--- src/hdl/nsi_defs.vh ---
// Purpose: Constants for the NAND pin-level signal interface
// Assumes: System clock 50 MHz; link pins sampled by clk_sys_in
// Notes:   Included by the signal interface modules
//
// Contract
// - One shared 8-bit DQ bus, time-multiplexed
// - CLE write cycle captures command byte
// - ALE write cycle captures address byte
// - Async: each WE# strobe writes one byte
// - Async: each RE# strobe presents next byte
// - NV-DDR: WE# is clock, RE# direction
// - W/R# level picks who drives DQ/DQS
// - DDR data timed by sender-driven DQS
// - Optional complementary DQS in DDR2/DDR3
// - Optional complementary RE in DDR2/DDR3
// - Async/DDR2/DDR3 latch cmd/addr on WE#
// - Write protect blocks program and erase
// - R/B# open-drain low while array busy
// - Deselected target ignores all bus cycles
// - Each die runs and reports independently
// - ENo drives next device's ENi
// - ENi from previous ENo, first unconnected
`ifndef NSI_DEFS_VH
`define NSI_DEFS_VH

`define NSI_DQ_W        8
`define NSI_NUM_LUN     2
`define NSI_MODE_W      2
`define NSI_MODE_ASYNC  2'h0
`define NSI_MODE_DDR    2'h1
`define NSI_MODE_DDR2   2'h2
`define NSI_MODE_DDR3   2'h3
`define NSI_BYTE_RST    8'h00
`define NSI_PROG_CMD    8'h10
`define NSI_ERASE_CMD   8'hD0

`endif

--- src/hdl/nsi_sync.v ---
// Purpose: Two-flop synchroniser for one pin level
// Assumes: Input is asynchronous to clk_sys_in
// Notes:   First stage is read only by the second
`timescale 1ns/10ps
module nsi_sync #(
  parameter RST_VAL = 1'b0
) (
  // System
  input  wire clk_sys_in,
  input  wire resetn_in,
  // Level
  input  wire d_in,
  output wire q_out
);
  reg meta_r;
  reg sync_r;

  always @(posedge clk_sys_in or negedge resetn_in) begin
    if (!resetn_in) begin
      meta_r <= RST_VAL;
      sync_r <= RST_VAL;
    end else begin
      meta_r <= d_in;
      sync_r <= meta_r;
    end
  end

  assign q_out = sync_r;
endmodule // nsi_sync

--- src/hdl/nsi_signal_if.v ---
// Purpose: Device-side pin logic of a NAND target
// Assumes: Pins sampled by clk_sys_in; array core outside
// Notes:   Edges on WE#/CLK, RE#, DQS found by sampling
`timescale 1ns/10ps
`include "nsi_defs.vh"
module nsi_signal_if (
  // System
  input  wire                      clk_sys_in,
  input  wire                      resetn_in,
  // Mode and core options
  input  wire [`NSI_MODE_W-1:0]    mode_sel_in,
  input  wire                      dqs_diff_en_in,
  input  wire                      re_diff_en_in,
  // Control pins
  input  wire                      ce_n_in,
  input  wire                      cle_in,
  input  wire                      ale_in,
  input  wire                      we_n_in,
  input  wire                      re_n_in,
  input  wire                      re_c_in,
  input  wire                      wp_n_in,
  // DQ pins
  input  wire [`NSI_DQ_W-1:0]      dq_in,
  output reg  [`NSI_DQ_W-1:0]      dq_out,
  output wire                      dq_oe_n_out,
  // DQS pins
  input  wire                      dqs_in,
  output reg                       dqs_out,
  output wire                      dqs_oe_n_out,
  input  wire                      dqs_c_in,
  output wire                      dqs_c_out,
  output wire                      dqs_c_oe_n_out,
  // Ready/busy pin
  output wire                      rb_n_out,
  output wire                      rb_n_oe_n_out,
  // Enumeration chain
  input  wire                      en_chain_in,
  output reg                       en_chain_out,
  // Core side
  output reg  [`NSI_DQ_W-1:0]      cmd_byte_out,
  output reg                       cmd_valid_out,
  output reg  [`NSI_DQ_W-1:0]      addr_byte_out,
  output reg                       addr_valid_out,
  output reg  [`NSI_DQ_W-1:0]      wdata_byte_out,
  output reg                       wdata_valid_out,
  output reg                       prog_erase_ok_out,
  output reg                       prog_erase_refused_out,
  output wire                      rdata_req_out,
  input  wire [`NSI_DQ_W-1:0]      rdata_byte_in,
  input  wire [`NSI_NUM_LUN-1:0]   lun_busy_in,
  input  wire [`NSI_NUM_LUN-1:0]   lun_sel_in,
  output reg  [`NSI_NUM_LUN-1:0]   lun_status_out,
  input  wire                      en_pass_in
);
  // ----------------------------------------------------------------
  // Pin synchronisers
  // ----------------------------------------------------------------
  localparam NPIN = 8 + `NSI_DQ_W;
  wire [NPIN-1:0] pin_raw;
  wire [NPIN-1:0] pin_s;
  assign pin_raw = {dq_in, dqs_c_in, re_c_in, dqs_in, wp_n_in,
                    re_n_in, we_n_in, ale_in, cle_in};

  genvar gi;
  generate
    for (gi = 0; gi < NPIN; gi = gi + 1) begin : g_sync
      nsi_sync #(.RST_VAL(1'b1)) u_sync (
        .clk_sys_in (clk_sys_in),
        .resetn_in  (resetn_in),
        .d_in       (pin_raw[gi]),
        .q_out      (pin_s[gi])
      );
    end
  endgenerate

  wire ce_s;
  wire en_s;
  nsi_sync #(.RST_VAL(1'b1)) u_sync_ce (
    .clk_sys_in (clk_sys_in),
    .resetn_in  (resetn_in),
    .d_in       (ce_n_in),
    .q_out      (ce_s)
  );
  nsi_sync #(.RST_VAL(1'b0)) u_sync_en (
    .clk_sys_in (clk_sys_in),
    .resetn_in  (resetn_in),
    .d_in       (en_chain_in),
    .q_out      (en_s)
  );

  wire                 cle_s   = pin_s[0];
  wire                 ale_s   = pin_s[1];
  wire                 we_s    = pin_s[2];
  wire                 re_s    = pin_s[3];
  wire                 wp_s    = pin_s[4];
  wire                 dqs_s   = pin_s[5];
  wire                 rec_s   = pin_s[6];
  wire                 dqsc_s  = pin_s[7];
  wire [`NSI_DQ_W-1:0] dq_s    = pin_s[NPIN-1:8];

  // ----------------------------------------------------------------
  // Edge detection
  // ----------------------------------------------------------------
  reg we_d_r;
  reg re_d_r;
  reg dqs_d_r;
  always @(posedge clk_sys_in or negedge resetn_in) begin
    if (!resetn_in) begin
      we_d_r  <= 1'b1;
      re_d_r  <= 1'b1;
      dqs_d_r <= 1'b1;
    end else begin
      we_d_r  <= we_s;
      re_d_r  <= re_s;
      dqs_d_r <= dqs_s;
    end
  end

  wire sel      = ~ce_s;
  wire is_async = (mode_sel_in == `NSI_MODE_ASYNC);
  wire is_ddr1  = (mode_sel_in == `NSI_MODE_DDR);
  wire is_ddr23 = ~is_async & ~is_ddr1;
  // WE# or CLK rising edge; in NV-DDR the pin is the clock
  wire we_rise  = we_s & ~we_d_r;
  wire re_fall  = ~re_s & re_d_r;
  // Differential strobe options need the complement to agree
  wire dqs_ok   = ~(dqs_diff_en_in & is_ddr23) | (dqs_s ^ dqsc_s);
  wire re_ok    = ~(re_diff_en_in & is_ddr23) | (re_s ^ rec_s);
  wire dqs_edge = (dqs_s ^ dqs_d_r) & dqs_ok;
  // NV-DDR: W/R# high means host drives
  wire host_wr  = re_s;
  // Mixed CLE+ALE is not expected; command wins if it happens
  wire ca_cycle = sel & we_rise & (cle_s | ale_s);
  wire wd_async = sel & is_async & we_rise & ~cle_s & ~ale_s;
  wire wd_ddr   = sel & ~is_async & host_wr & ~cle_s & ~ale_s & dqs_edge;
  wire rd_async = sel & is_async & re_fall;
  wire rd_ddr   = sel & ~is_async & ~host_wr & ~cle_s & ~ale_s & we_rise & re_ok;
  assign rdata_req_out = rd_async | rd_ddr;

  // ----------------------------------------------------------------
  // Capture of command, address and data
  // ----------------------------------------------------------------
  wire pe_cmd = (dq_s == `NSI_PROG_CMD) | (dq_s == `NSI_ERASE_CMD);
  always @(posedge clk_sys_in or negedge resetn_in) begin
    if (!resetn_in) begin
      cmd_byte_out           <= `NSI_BYTE_RST;
      cmd_valid_out          <= 1'b0;
      addr_byte_out          <= `NSI_BYTE_RST;
      addr_valid_out         <= 1'b0;
      wdata_byte_out         <= `NSI_BYTE_RST;
      wdata_valid_out        <= 1'b0;
      prog_erase_ok_out      <= 1'b0;
      prog_erase_refused_out <= 1'b0;
    end else begin
      cmd_valid_out          <= ca_cycle & cle_s;
      addr_valid_out         <= ca_cycle & ~cle_s & ale_s;
      wdata_valid_out        <= wd_async | wd_ddr;
      prog_erase_ok_out      <= ca_cycle & cle_s & pe_cmd & wp_s;
      prog_erase_refused_out <= ca_cycle & cle_s & pe_cmd & ~wp_s;
      if (ca_cycle & cle_s)
        cmd_byte_out <= dq_s;
      if (ca_cycle & ~cle_s & ale_s)
        addr_byte_out <= dq_s;
      if (wd_async | wd_ddr)
        wdata_byte_out <= dq_s;
    end
  end

  // ----------------------------------------------------------------
  // Read path and DQ/DQS drive
  // ----------------------------------------------------------------
  reg rd_drive_r;
  always @(posedge clk_sys_in or negedge resetn_in) begin
    if (!resetn_in) begin
      rd_drive_r <= 1'b0;
      dq_out     <= `NSI_BYTE_RST;
      dqs_out    <= 1'b0;
    end else begin
      // Async read: drive while RE# low; DDR: while W/R# low
      rd_drive_r <= sel & (is_async ? ~re_s : ~host_wr);
      if (rdata_req_out)
        dq_out <= rdata_byte_in;
      if (rd_ddr)
        dqs_out <= ~dqs_out;
      else if (~sel | host_wr | is_async)
        dqs_out <= 1'b0;
    end
  end

  assign dq_oe_n_out    = ~rd_drive_r;
  assign dqs_oe_n_out   = ~(rd_drive_r & ~is_async);
  assign dqs_c_out      = ~dqs_out;
  assign dqs_c_oe_n_out = ~(rd_drive_r & is_ddr23 & dqs_diff_en_in);

  // ----------------------------------------------------------------
  // Per-die status, ready/busy, enumeration
  // ----------------------------------------------------------------
  always @(posedge clk_sys_in or negedge resetn_in) begin
    if (!resetn_in) begin
      lun_status_out <= {`NSI_NUM_LUN{1'b0}};
      en_chain_out   <= 1'b0;
    end else begin
      lun_status_out <= lun_busy_in & lun_sel_in;
      en_chain_out   <= en_s & en_pass_in;
    end
  end

  // Open drain: only ever drives low
  assign rb_n_out      = 1'b0;
  assign rb_n_oe_n_out = ~(|lun_busy_in);
endmodule // nsi_signal_if

--- config.mk ---
export PLATFORM = sky130hd
export DESIGN_NAME = nsi_signal_if
export DESIGN_NICKNAME = d
export VERILOG_FILES = /design/src/hdl/nsi_sync.v /design/src/hdl/nsi_signal_if.v
export VERILOG_INCLUDE_DIRS = /design/src /design/src/hdl
export SDC_FILE = /design/constraint.sdc
export NUM_CORES = 1
export LEC_CHECK = 0
export BUFFER_PORTS_ARGS = -buffer_cell sky130_fd_sc_hd__buf_4
export CAP_MARGIN = 20
export CORE_MARGIN = 3
export CORE_UTILIZATION = 40
export DETAILED_ROUTE_END_ITERATION = 6
export MAX_ROUTING_LAYER = met4
export PLACE_DENSITY = 0.61
export SLEW_MARGIN = 40
export SYNTH_ARGS = -nofsm -noshare
export SYNTH_HDL_FRONTEND = slang
export SYNTH_HIERARCHICAL = 1
export SYNTH_SLANG_ARGS = --single-unit
--- constraint.sdc ---
create_clock -name clk_sys_in -period 2.2 [get_ports clk_sys_in]
set_input_delay 0.22 -clock clk_sys_in [delete_from_list [all_inputs] [get_ports clk_sys_in]]
set_output_delay 0.22 -clock clk_sys_in [all_outputs]
set_load 0.02 [all_outputs]
==> impl_metrics.xml, run 1 <==
<?xml version="1.0" encoding="UTF-8"?>
<metrics>
  <group name="sta">
    <metric name="setup_viol" unit="">0</metric>
    <metric name="final_max_slew_viol_count" unit="">0</metric>
    <metric name="highest_clock_rate" unit="GHz">0.510</metric>
    <metric name="crit_path_setup_slack_layout" unit="ns">0.241</metric>
    <metric name="hold_violations" unit="">0</metric>
    <metric name="period_minus_slack" unit="ns">1.96</metric>
    <metric name="skew" unit="ns">0.0135</metric>
    <metric name="slew-limit-headroom" unit="%">62.1</metric>
    <metric name="setup_total_negative_slack" unit="ns">0</metric>
    <metric name="worst_slew_pin_slew" unit="ns">0.568</metric>
    <metric name="final.period_utilization" unit="%">89.0</metric>
    <metric name="rsz_0062_raised_after_global_routing" unit="">no</metric>
  </group>
  <group name="placement">
    <metric name="io_buffer_count" unit="">83</metric>
    <metric name="instance_area_at_placement" unit="mm²">0.00376</metric>
    <metric name="worst_setup_timing_slack_at_the_placement_stage" unit="ns">0.170</metric>
    <metric name="post-dp-hpwl" unit="mm">4.03</metric>
    <metric name="place_congestion" unit="">0.708</metric>
  </group>
  <group name="detailed_routing">
    <metric name="drc_errors" unit="">0</metric>
    <metric name="viasPerCell" unit="">4.78</metric>
    <metric name="drt_first_pass_iters" unit="">4</metric>
    <metric name="route.antenna.remaining_nets" unit="">0</metric>
    <metric name="route.detailed.wl_per_inst" unit="µm">14.0</metric>
    <metric name="detailroute.via_count" unit="">2062</metric>
    <metric name="initialDrtViolationCount" unit="">139</metric>
    <metric name="finalWirelength" unit="mm">6.02</metric>
  </group>
  <group name="pwr">
    <metric name="p_leak" unit="µW">0.00189</metric>
    <metric name="power-per-cell-area" unit="mW/mm²">860</metric>
    <metric name="max-vdd-ir-drop" unit="mV">0.438</metric>
  </group>
  <group name="die">
    <metric name="std_cell_rows" unit="">30</metric>
    <metric name="start_util" unit="%">42.8</metric>
    <metric name="io-pin-count" unit="">85</metric>
    <metric name="core_area" unit="mm²">0.00702</metric>
    <metric name="die_area" unit="mm²">0.00858</metric>
    <metric name="fp.dieH" unit="µm">92.6</metric>
    <metric name="die_width" unit="µm">92.6</metric>
  </group>
  <group name="finish">
    <metric name="commonest_cells_after_routing_fill_and_taps_aside" unit="">sky130_fd_sc_hd__buf_4 (92), sky130_fd_sc_hd__dfrtp_1 (44), sky130_fd_sc_hd__dfstp_2 (37)</metric>
    <metric name="finish.net_count" unit="">367</metric>
    <metric name="post_route_cells_drive_above_1_share" unit="%">51.9</metric>
    <metric name="post-route-cell-area" unit="mm²">0.00416</metric>
    <metric name="nFillCells" unit="">575</metric>
    <metric name="ff_latch_area" unit="mm²">0.00207</metric>
    <metric name="final_common_cell" unit="">sky130_fd_sc_hd__buf_4</metric>
    <metric name="antenna-diode-count" unit="">0</metric>
    <metric name="multiInputGateArea" unit="µm²">866</metric>
    <metric name="area_growth" unit="%">38.7</metric>
  </group>
  <group name="global_route">
    <metric name="grt_pass1_vias" unit="">2101</metric>
    <metric name="grt_max_degree" unit="">46</metric>
    <metric name="grt_pass1_wl" unit="mm">10.1</metric>
    <metric name="antenna_found_initial" unit="">0</metric>
    <metric name="globalRouteOverflowTotal" unit="">0</metric>
    <metric name="track_usage" unit="%">15.6</metric>
  </group>
  <group name="yosys">
    <metric name="share_of_the_yosys_chip_area_belonging_to_registers" unit="%">69.1</metric>
    <metric name="mean_cell_area_of_the_mapped_netlist" unit="µm²">13.8</metric>
    <metric name="synth_edf_count" unit="">0</metric>
    <metric name="post_synth_and_or_nand_nor_area_fraction" unit="%">11.8</metric>
    <metric name="top_reg_cell_synth" unit="">sky130_fd_sc_hd__dfrtp_1</metric>
    <metric name="synth_fp_nets" unit="">255</metric>
    <metric name="synth_top_family_by_area" unit="">simple AND/OR/NAND/NOR gates</metric>
    <metric name="syn_inst" unit="">218</metric>
    <metric name="post_synth_mux_area_share" unit="%">9.00</metric>
    <metric name="synth_compound_gate_area_share" unit="%">6.75</metric>
    <metric name="synth.top_cell.area_share" unit="%">36.7</metric>
    <metric name="synth_seq_cells" unit="">81</metric>
    <metric name="ys.warnings.count" unit="">6</metric>
    <metric name="mappedNetlistArea" unit="mm²">0.00300</metric>
    <metric name="synth_area_in_adders" unit="%">0</metric>
    <metric name="synth_largest_area_cell" unit="">sky130_fd_sc_hd__dfrtp_1</metric>
    <metric name="netlist_top_cells_area" unit="">sky130_fd_sc_hd__dfrtp_1 (37%), sky130_fd_sc_hd__dfstp_2 (32%), sky130_fd_sc_hd__mux2_2 (9.0%)</metric>
    <metric name="ys_async_sr_fraction" unit="%">100</metric>
    <metric name="synth.lib_cells_used.distinct" unit="">31</metric>
    <metric name="synth_xor_area_share" unit="%">1.17</metric>
  </group>
  <group name="cts">
    <metric name="cts-buffers-inserted" unit="">9</metric>
    <metric name="ctsHtreeMaxLevel" unit="">3</metric>
    <metric name="cts_tree" unit="">done</metric>
    <metric name="worst_setup_hold_path_clk_slew" unit="ns">0.09</metric>
    <metric name="cts-root-buf" unit="">sky130_fd_sc_hd__clkbuf_8</metric>
    <metric name="clock_sinks" unit="">81</metric>
    <metric name="clockBufferDepth" unit="">2</metric>
    <metric name="clock_latency" unit="ns">0.35</metric>
  </group>
  <group name="critical_path">
    <metric name="critPathMaxFanout" unit="">3</metric>
    <metric name="cp.arrival" unit="ns">1.74</metric>
    <metric name="worst_ep_required_time" unit="ns">1.98</metric>
    <metric name="criticalPathCategory" unit="">reg2out</metric>
    <metric name="timing.critical_path.to_type" unit="">output port</metric>
    <metric name="timing.critical_path.from_type" unit="">flip-flop</metric>
  </group>
  <group name="min_path">
    <metric name="holdCritPathClass" unit="">in2reg</metric>
  </group>
  <group name="outcome">
    <metric name="status" unit="">completed</metric>
  </group>
  <group name="run">
    <metric name="cap_violations" unit="">0</metric>
  </group>
</metrics>
==> final timing paths <==
path / start / to / slack, ns / cells after the start
worst max-delay path: g_sync[2].u_sync/q_out / rdata_req_out / 0.24 / 3
min in group asynchronous: resetn_in / addr_byte_out[0] / 0.40 / 2
worst min register to register: u_sync_en/meta_r / u_sync_en/q_out / 0.35 / 0
worst max register to register: g_sync[2].u_sync/q_out / dq_out[7] / 0.31 / 4
worst min-delay path: lun_sel_in[1] / lun_status_out[1] / 0.07 / 2
max in group asynchronous: resetn_in / u_sync_ce/q_out / 1.06 / 3
==> worst max-delay path, stage by stage (launching register included) <==
cell	delay [ns]
sky130_fd_sc_hd__dfstp_2	0.54
sky130_fd_sc_hd__or4b_4	0.48
sky130_fd_sc_hd__o31ai_4	0.21
sky130_fd_sc_hd__buf_4	0.18
==> kinds of logic after synthesis <==
logic type | Yosys count
muxes | 24
AOI/OAI and AO/OA | 21
xor gates and xnor gates | 4
and+or+nand+nor | 73
DFF | 81
buffers and inverters | 14
other | 1
==> Yosys cell counts, types with 2 or more instances <==
cell                       count
sky130_fd_sc_hd__dfrtp_1      44
sky130_fd_sc_hd__dfstp_2      37
sky130_fd_sc_hd__nand2_1      26
sky130_fd_sc_hd__mux2_2       24
sky130_fd_sc_hd__nor2_1       16
sky130_fd_sc_hd__nand3_1      10
sky130_fd_sc_hd__nand2b_1      8
sky130_fd_sc_hd__o211ai_1      8
sky130_fd_sc_hd__o311a_1       8
sky130_fd_sc_hd__clkbuf_1      5
sky130_fd_sc_hd__and2_1        4
sky130_fd_sc_hd__inv_1         4
sky130_fd_sc_hd__xnor2_1       3
sky130_fd_sc_hd__a21oi_1       2
sky130_fd_sc_hd__buf_2         2
sky130_fd_sc_hd__buf_4         2
==> report_power, final <==
part	leakage, µW	internal (µW)	switching (µW)
clock network	0.000103	525	547
registers	0.000919	1680	105
logic	0.000864	362	357
total	0.00189	2570	1010
==> per-layer routing <==
layer,vias up,GRT usage (%),wire (µm)
li1,970,-,-
met1,1018,19.5,2640
met2,70,24.3,2950
met3,4,5.77,398
met4,0,3.66,25
met5,-,-,0
==> area by class of cell <==
cell class	count	area share [%]
tap	96	2.89
sequential	81	49.8
clock inverter	5	1.08
timing repair buffer	111	21.2
clock buffer	11	3.91
multi-input combinational	123	20.8
inverter	4	0.361
==> registers in the layout, indices dropped and copies added (netlist names), 2 cells and up <==
signal,cells
cmd_byte_out,8
addr_byte_out,8
wdata_byte_out,8
g_sync.u_sync/q_out,16
g_sync.u_sync/meta_r,16
dq_out,8
lun_status_out,2
==> timing repair <==
item | 4_1_cts | 5_1_grt
setup endpoints to repair | 1 | 0
setup buffers | 1 | 0
hold buffers | 19 | 0
resized for setup | 0 | 0
hold endpoints to repair | 40 | 0
==> metrics by stage <==
stage / util [%] / cells / hold slack (ns) / power (µW)
floorplan: - / 218 / -0.0756 / 2160
global placement: 53.5 / 395 / 0.257 / 2500
detailed placement: 53.5 / 395 / 0.255 / 2520
CTS: 59.3 / 431 / 0.0508 / 3640
global route: 59.3 / 431 / 0.0444 / 3790
finish: 59.3 / 431 / 0.0723 / 3580
(Power assumes the default switching activity.)
==> inputs of run 2 (changes only) <==
--- a/config.mk
+++ b/config.mk
@@ -11,7 +11,6 @@
 export CORE_MARGIN = 3
 export CORE_UTILIZATION = 40
 export DETAILED_ROUTE_END_ITERATION = 6
-export MAX_ROUTING_LAYER = met4
 export PLACE_DENSITY = 0.61
 export SLEW_MARGIN = 40
 export SYNTH_ARGS = -nofsm -noshare
==> impl_metrics.xml, run 2 (synthesis results as in run 1) <==
<?xml version="1.0" encoding="UTF-8"?>
<metrics>
  <group name="outcome">
    <metric name="status" unit="">completed</metric>
  </group>
  <group name="sta">
    <metric name="setup_total_negative_slack" unit="ns">0</metric>
    <metric name="worst_slew_pin_slew" unit="ns">0.569</metric>
    <metric name="setup_viol" unit="">0</metric>
    <metric name="final.period_utilization" unit="%">89.0</metric>
    <metric name="slew-limit-headroom" unit="%">62.1</metric>
    <metric name="rsz_0062_raised_after_global_routing" unit="">no</metric>
    <metric name="highest_clock_rate" unit="GHz">0.511</metric>
    <metric name="hold_violations" unit="">0</metric>
    <metric name="final_max_slew_viol_count" unit="">0</metric>
    <metric name="period_minus_slack" unit="ns">1.96</metric>
    <metric name="skew" unit="ns">0.0136</metric>
  </group>
  <group name="finish">
    <metric name="ff_latch_area" unit="mm²">0.00207</metric>
    <metric name="finish.net_count" unit="">367</metric>
    <metric name="post_route_cells_drive_above_1_share" unit="%">51.9</metric>
    <metric name="antenna-diode-count" unit="">0</metric>
    <metric name="multiInputGateArea" unit="µm²">866</metric>
    <metric name="final_common_cell" unit="">sky130_fd_sc_hd__buf_4</metric>
    <metric name="nFillCells" unit="">575</metric>
    <metric name="area_growth" unit="%">38.7</metric>
    <metric name="commonest_cells_after_routing_fill_and_taps_aside" unit="">sky130_fd_sc_hd__buf_4 (92), sky130_fd_sc_hd__dfrtp_1 (44), sky130_fd_sc_hd__dfstp_2 (37)</metric>
  </group>
  <group name="detailed_routing">
    <metric name="detailroute.via_count" unit="">2052</metric>
    <metric name="route.detailed.wl_per_inst" unit="µm">13.9</metric>
    <metric name="finalWirelength" unit="mm">6.01</metric>
    <metric name="drc_errors" unit="">0</metric>
    <metric name="drt_first_pass_iters" unit="">4</metric>
    <metric name="route.antenna.remaining_nets" unit="">0</metric>
    <metric name="viasPerCell" unit="">4.76</metric>
    <metric name="initialDrtViolationCount" unit="">131</metric>
  </group>
  <group name="critical_path">
    <metric name="worst-path-stages" unit="">3</metric>
    <metric name="reg_to_reg_slack_setup" unit="ns">0.31</metric>
    <metric name="critPathBufInv" unit="">1</metric>
    <metric name="path_delay_family" unit="">flip-flops</metric>
    <metric name="worstReg2RegStart" unit="">g_sync[2].u_sync/q_out</metric>
    <metric name="worstSetupEndpoint" unit="">rdata_req_out</metric>
    <metric name="timing.critical_path.from_type" unit="">flip-flop</metric>
    <metric name="worst_path_largest_cell_delay" unit="ns">0.54</metric>
    <metric name="criticalPathCategory" unit="">reg2out</metric>
    <metric name="timing.critical_path.to_type" unit="">output port</metric>
    <metric name="worstPathCellList" unit="">or4b_4 -&gt; o31ai_4 -&gt; buf_4</metric>
    <metric name="worst_r2r_path_depth" unit="">4</metric>
    <metric name="cp.arrival" unit="ns">1.74</metric>
    <metric name="worst_path_cell_with_the_longest_stage_delay" unit="">sky130_fd_sc_hd__dfstp_2</metric>
    <metric name="startpoint" unit="">g_sync[2].u_sync/q_out</metric>
    <metric name="critical_path.reg2reg.endpoint" unit="">dq_out[7]</metric>
    <metric name="critPathMaxFanout" unit="">3</metric>
    <metric name="worst_ep_required_time" unit="ns">1.98</metric>
  </group>
  <group name="cts">
    <metric name="cts-root-buf" unit="">sky130_fd_sc_hd__clkbuf_8</metric>
    <metric name="clock_sinks" unit="">81</metric>
    <metric name="cts_resized" unit="">0</metric>
    <metric name="ctsHtreeMaxLevel" unit="">3</metric>
    <metric name="cts-buffers-inserted" unit="">9</metric>
    <metric name="clock_latency" unit="ns">0.35</metric>
    <metric name="clockBufferDepth" unit="">2</metric>
    <metric name="cts_tree" unit="">done</metric>
    <metric name="worst_setup_hold_path_clk_slew" unit="ns">0.09</metric>
  </group>
  <group name="die">
    <metric name="start_util" unit="%">42.8</metric>
    <metric name="fp.dieH" unit="µm">92.6</metric>
    <metric name="io-pin-count" unit="">85</metric>
    <metric name="die_area" unit="mm²">0.00858</metric>
    <metric name="die_width" unit="µm">92.6</metric>
    <metric name="std_cell_rows" unit="">30</metric>
    <metric name="core_area" unit="mm²">0.00702</metric>
  </group>
  <group name="global_route">
    <metric name="grt_pass1_vias" unit="">2108</metric>
    <metric name="track_usage" unit="%">15.1</metric>
    <metric name="grt_pass1_wl" unit="mm">10.1</metric>
    <metric name="globalRouteOverflowTotal" unit="">0</metric>
    <metric name="antenna_found_initial" unit="">0</metric>
    <metric name="grt_max_degree" unit="">46</metric>
  </group>
  <group name="min_path">
    <metric name="holdCritPathClass" unit="">in2reg</metric>
  </group>
  <group name="pwr">
    <metric name="p_leak" unit="µW">0.00189</metric>
    <metric name="power-per-cell-area" unit="mW/mm²">860</metric>
    <metric name="pwr-share-seq" unit="%">50.0</metric>
    <metric name="design_power" unit="µW">3580</metric>
    <metric name="netSwitchingPower" unit="µW">1010</metric>
    <metric name="switching_share" unit="%">28.2</metric>
    <metric name="internal_power" unit="µW">2570</metric>
    <metric name="combPwrFrac" unit="%">20.1</metric>
    <metric name="share_clk_of_total_power" unit="%">30.0</metric>
    <metric name="max-vdd-ir-drop" unit="mV">0.437</metric>
  </group>
  <group name="placement">
    <metric name="io_buffer_count" unit="">83</metric>
    <metric name="post-dp-hpwl" unit="mm">4.03</metric>
    <metric name="place_congestion" unit="">0.700</metric>
  </group>
  <group name="run">
    <metric name="cap_violations" unit="">0</metric>
  </group>
</metrics>
run 2: area by class of cell:
| type | instances | area share [%] |
|---|---|---|
| Tap cell | 96 | 2.89 |
| Sequential cell | 81 | 49.8 |
| Clock buffer | 11 | 3.91 |
| Multi-Input combinational cell | 123 | 20.8 |
| Timing Repair Buffer | 111 | 21.2 |
| Clock inverter | 5 | 1.08 |
| Inverter | 4 | 0.361 |
run 2: power groups by stage:
stage	Sequential, µW	Clock, µW	Combinational, µW
after detailed placement	1820	0	703
after CTS	1790	1120	732
after floorplan	1960	0	201
final	1790	1070	719
after global routing	1810	1200	774
after global placement	1810	0	687
run 2: worst min path at each step:
stage | endpoint | cells past startpoint | start | slack, ns
after CTS | lun_status_out[1] | 2 | lun_sel_in[1] | 0.05
after global placement | cmd_byte_out[1] | 1 | resetn_in | 0.26
after floorplan | addr_byte_out[0] | 0 | resetn_in | -0.08
final | lun_status_out[1] | 2 | lun_sel_in[1] | 0.07
after global routing | en_chain_out | 2 | en_pass_in | 0.04
after detailed placement | addr_byte_out[1] | 1 | resetn_in | 0.25
run 2: through the flow:
| step | hold WS [ns] | setup slack (ns) | cells | utilization (%) | cell area [µm²] |
|---|---|---|---|---|---|
| finish | 0.0722 | 0.241 | 431 | 59.3 | 4160 |
| global route | 0.0444 | 0.170 | 431 | 59.3 | 4160 |
| CTS | 0.0508 | 0.200 | 431 | 59.3 | 4160 |
| detailed placement | 0.255 | 0.170 | 395 | 53.5 | 3760 |
| global placement | 0.257 | 0.220 | 395 | 53.5 | 3760 |
| floorplan | -0.0756 | 0.187 | 218 | - | 3000 |
run 2: what timing repair did:
item                                    in CTS  in global routing
hold buffers                                19                  0
endpoints found under the hold margin       40                  0
buffers inserted                             1                  0
endpoints found under the setup margin       1                  0
run 2: routing by layer:
metal / global-route usage [%] / vias to the layer above / share of wire [%] / wire length, µm
li1: - / 971 / - / -
met1: 18.9 / 1010 / 43 / 2600
met2: 24.3 / 67 / 49 / 2920
met3: 6.58 / 4 / 7.6 / 458
met4: 3.66 / 0 / 0.38 / 23
met5: 0 / - / 0 / 0
==> inputs of run 3 (changes only) <==
--- a/config.mk
+++ b/config.mk
@@ -10,6 +10,7 @@
 export CAP_MARGIN = 20
 export CORE_MARGIN = 3
 export CORE_UTILIZATION = 40
+export CTS_BUF_LIST = sky130_fd_sc_hd__clkbuf_16
 export DETAILED_ROUTE_END_ITERATION = 6
 export PLACE_DENSITY = 0.61
 export SLEW_MARGIN = 40
==> impl_metrics.xml, run 3 (synthesis results as in run 1) <==
<?xml version="1.0" encoding="UTF-8"?>
<metrics>
  <group name="placement">
    <metric name="post-dp-hpwl" unit="mm">4.03</metric>
    <metric name="io_buffer_count" unit="">83</metric>
    <metric name="worst_setup_timing_slack_at_the_placement_stage" unit="ns">0.170</metric>
    <metric name="instance_area_at_placement" unit="mm²">0.00376</metric>
    <metric name="place_congestion" unit="">0.700</metric>
  </group>
  <group name="pwr">
    <metric name="p_leak" unit="µW">0.00193</metric>
    <metric name="combPwrFrac" unit="%">18.2</metric>
    <metric name="netSwitchingPower" unit="µW">1050</metric>
    <metric name="pwr-share-seq" unit="%">45.4</metric>
    <metric name="share_clk_of_total_power" unit="%">36.4</metric>
    <metric name="internal_power" unit="µW">2890</metric>
    <metric name="power-per-cell-area" unit="mW/mm²">927</metric>
    <metric name="switching_share" unit="%">26.7</metric>
    <metric name="max-vdd-ir-drop" unit="mV">0.574</metric>
  </group>
  <group name="critical_path">
    <metric name="criticalPathCategory" unit="">reg2out</metric>
    <metric name="cp.arrival" unit="ns">1.72</metric>
    <metric name="critPathMaxFanout" unit="">3</metric>
    <metric name="timing.critical_path.to_type" unit="">output port</metric>
    <metric name="worst_path_largest_cell_delay" unit="ns">0.53</metric>
    <metric name="timing.critical_path.from_type" unit="">flip-flop</metric>
    <metric name="worst_ep_required_time" unit="ns">1.98</metric>
    <metric name="worstPathCellList" unit="">or4b_4 -&gt; o31ai_4 -&gt; buf_4</metric>
    <metric name="worst_path_cell_with_the_longest_stage_delay" unit="">sky130_fd_sc_hd__dfstp_2</metric>
  </group>
  <group name="detailed_routing">
    <metric name="viasPerCell" unit="">4.77</metric>
    <metric name="initialDrtViolationCount" unit="">113</metric>
    <metric name="route.antenna.remaining_nets" unit="">0</metric>
    <metric name="finalWirelength" unit="mm">6.00</metric>
    <metric name="detailroute.via_count" unit="">2056</metric>
    <metric name="drc_errors" unit="">0</metric>
    <metric name="drt_first_pass_iters" unit="">4</metric>
    <metric name="route.detailed.wl_per_inst" unit="µm">13.9</metric>
  </group>
  <group name="die">
    <metric name="die_width" unit="µm">92.6</metric>
    <metric name="start_util" unit="%">42.8</metric>
    <metric name="fp.dieH" unit="µm">92.6</metric>
    <metric name="std_cell_rows" unit="">30</metric>
    <metric name="io-pin-count" unit="">85</metric>
    <metric name="die_area" unit="mm²">0.00858</metric>
    <metric name="core_area" unit="mm²">0.00702</metric>
  </group>
  <group name="cts">
    <metric name="cts_tree" unit="">done</metric>
    <metric name="clock_sinks" unit="">81</metric>
    <metric name="cts-buffers-inserted" unit="">9</metric>
    <metric name="clockBufferDepth" unit="">2</metric>
    <metric name="ctsHtreeMaxLevel" unit="">3</metric>
    <metric name="cts-root-buf" unit="">sky130_fd_sc_hd__clkbuf_16</metric>
    <metric name="worst_setup_hold_path_clk_slew" unit="ns">0.06</metric>
    <metric name="cts_resized" unit="">0</metric>
    <metric name="clock_latency" unit="ns">0.33</metric>
  </group>
  <group name="global_route">
    <metric name="antenna_found_initial" unit="">0</metric>
    <metric name="grt_pass1_vias" unit="">2067</metric>
    <metric name="globalRouteOverflowTotal" unit="">0</metric>
    <metric name="grt_pass1_wl" unit="mm">10.0</metric>
    <metric name="grt_max_degree" unit="">46</metric>
    <metric name="track_usage" unit="%">15.0</metric>
  </group>
  <group name="finish">
    <metric name="area_growth" unit="%">41.7</metric>
    <metric name="final_common_cell" unit="">sky130_fd_sc_hd__buf_4</metric>
    <metric name="finish.net_count" unit="">367</metric>
    <metric name="utilization" unit="%">60.6</metric>
    <metric name="post-route-cell-area" unit="mm²">0.00425</metric>
    <metric name="post_route_cells_drive_above_1_share" unit="%">51.6</metric>
    <metric name="antenna-diode-count" unit="">0</metric>
    <metric name="commonest_cells_after_routing_fill_and_taps_aside" unit="">sky130_fd_sc_hd__buf_4 (92), sky130_fd_sc_hd__dfrtp_1 (44), sky130_fd_sc_hd__dfstp_2 (37)</metric>
  </group>
  <group name="sta">
    <metric name="crit_path_setup_slack_layout" unit="ns">0.256</metric>
    <metric name="setup_viol" unit="">0</metric>
    <metric name="slew-limit-headroom" unit="%">62.2</metric>
    <metric name="skew" unit="ns">0.00710</metric>
    <metric name="period_minus_slack" unit="ns">1.94</metric>
    <metric name="worst_slew_pin_slew" unit="ns">0.567</metric>
    <metric name="hold_violations" unit="">0</metric>
    <metric name="final_max_slew_viol_count" unit="">0</metric>
    <metric name="setup_total_negative_slack" unit="ns">0</metric>
    <metric name="finalHoldWorstSlack" unit="ns">0.0937</metric>
    <metric name="final.period_utilization" unit="%">88.4</metric>
    <metric name="highest_clock_rate" unit="GHz">0.514</metric>
    <metric name="rsz_0062_raised_after_global_routing" unit="">no</metric>
  </group>
  <group name="outcome">
    <metric name="status" unit="">completed</metric>
  </group>
  <group name="min_path">
    <metric name="holdCritPathClass" unit="">in2reg</metric>
  </group>
  <group name="run">
    <metric name="cap_violations" unit="">0</metric>
  </group>
</metrics>
run 3: metal layers:
| layer | wire (µm) | GRT usage, % | vias to the layer above |
|---|---|---|---|
| li1 | - | - | 971 |
| met1 | 2620 | 18.6 | 1015 |
| met2 | 2870 | 24.2 | 65 |
| met3 | 461 | 6.34 | 5 |
| met4 | 43 | 3.66 | 0 |
| met5 | 0 | 0 | - |
run 3: through the flow:
step | total power, µW | std cells
finish | 3940 | 431
global route | 4150 | 431
floorplan | 2160 | 218
CTS | 4010 | 431
detailed placement | 2520 | 395
global placement | 2500 | 395
run 3: power by group through the flow:
stage,clock [µW],combinational [µW],sequential [µW]
floorplan,0,201,1960
global placement,0,687,1810
detailed placement,0,703,1820
CTS,1490,733,1790
global route,1560,774,1820
finish,1440,718,1790
run 3: cell type report:
type / instances / area [µm²]
clock buffer: 10 / 250
timing repair buffer: 111 / 881
tap: 96 / 120
inverter: 4 / 15.0
multi-input combinational: 123 / 866
fill: 565 / 2770
sequential: 81 / 2070
clock inverter: 6 / 48.8
run 3: path summary, 6_finish.rpt:
| path | from | end | slack, ns | cells past startpoint |
|---|---|---|---|---|
| worst min-delay path | lun_sel_in[1] | lun_status_out[1] | 0.09 | 2 |
| max in group asynchronous | resetn_in | g_sync[13].u_sync/meta_r | 1.04 | 3 |
| min in group asynchronous | resetn_in | cmd_byte_out[1] | 0.43 | 2 |
| worst max-delay path | g_sync[2].u_sync/q_out | rdata_req_out | 0.26 | 3 |
| worst max register to register | g_sync[2].u_sync/q_out | dq_out[7] | 0.31 | 4 |
| worst min register to register | u_sync_en/meta_r | u_sync_en/q_out | 0.35 | 0 |
run 3: critical path, delay by kind of cell, from the launching register on:
kind            cells  cell delay [ns]
buf+inv             1             0.18
compound gates      1             0.21
flops               1             0.53
simple gates        1             0.48
run 3: repair_timing:
item,4_1_cts,5_1_grt
setup endpoints to repair,1,0
setup buffers,1,0
hold buffers,19,0
hold endpoints to repair,40,0
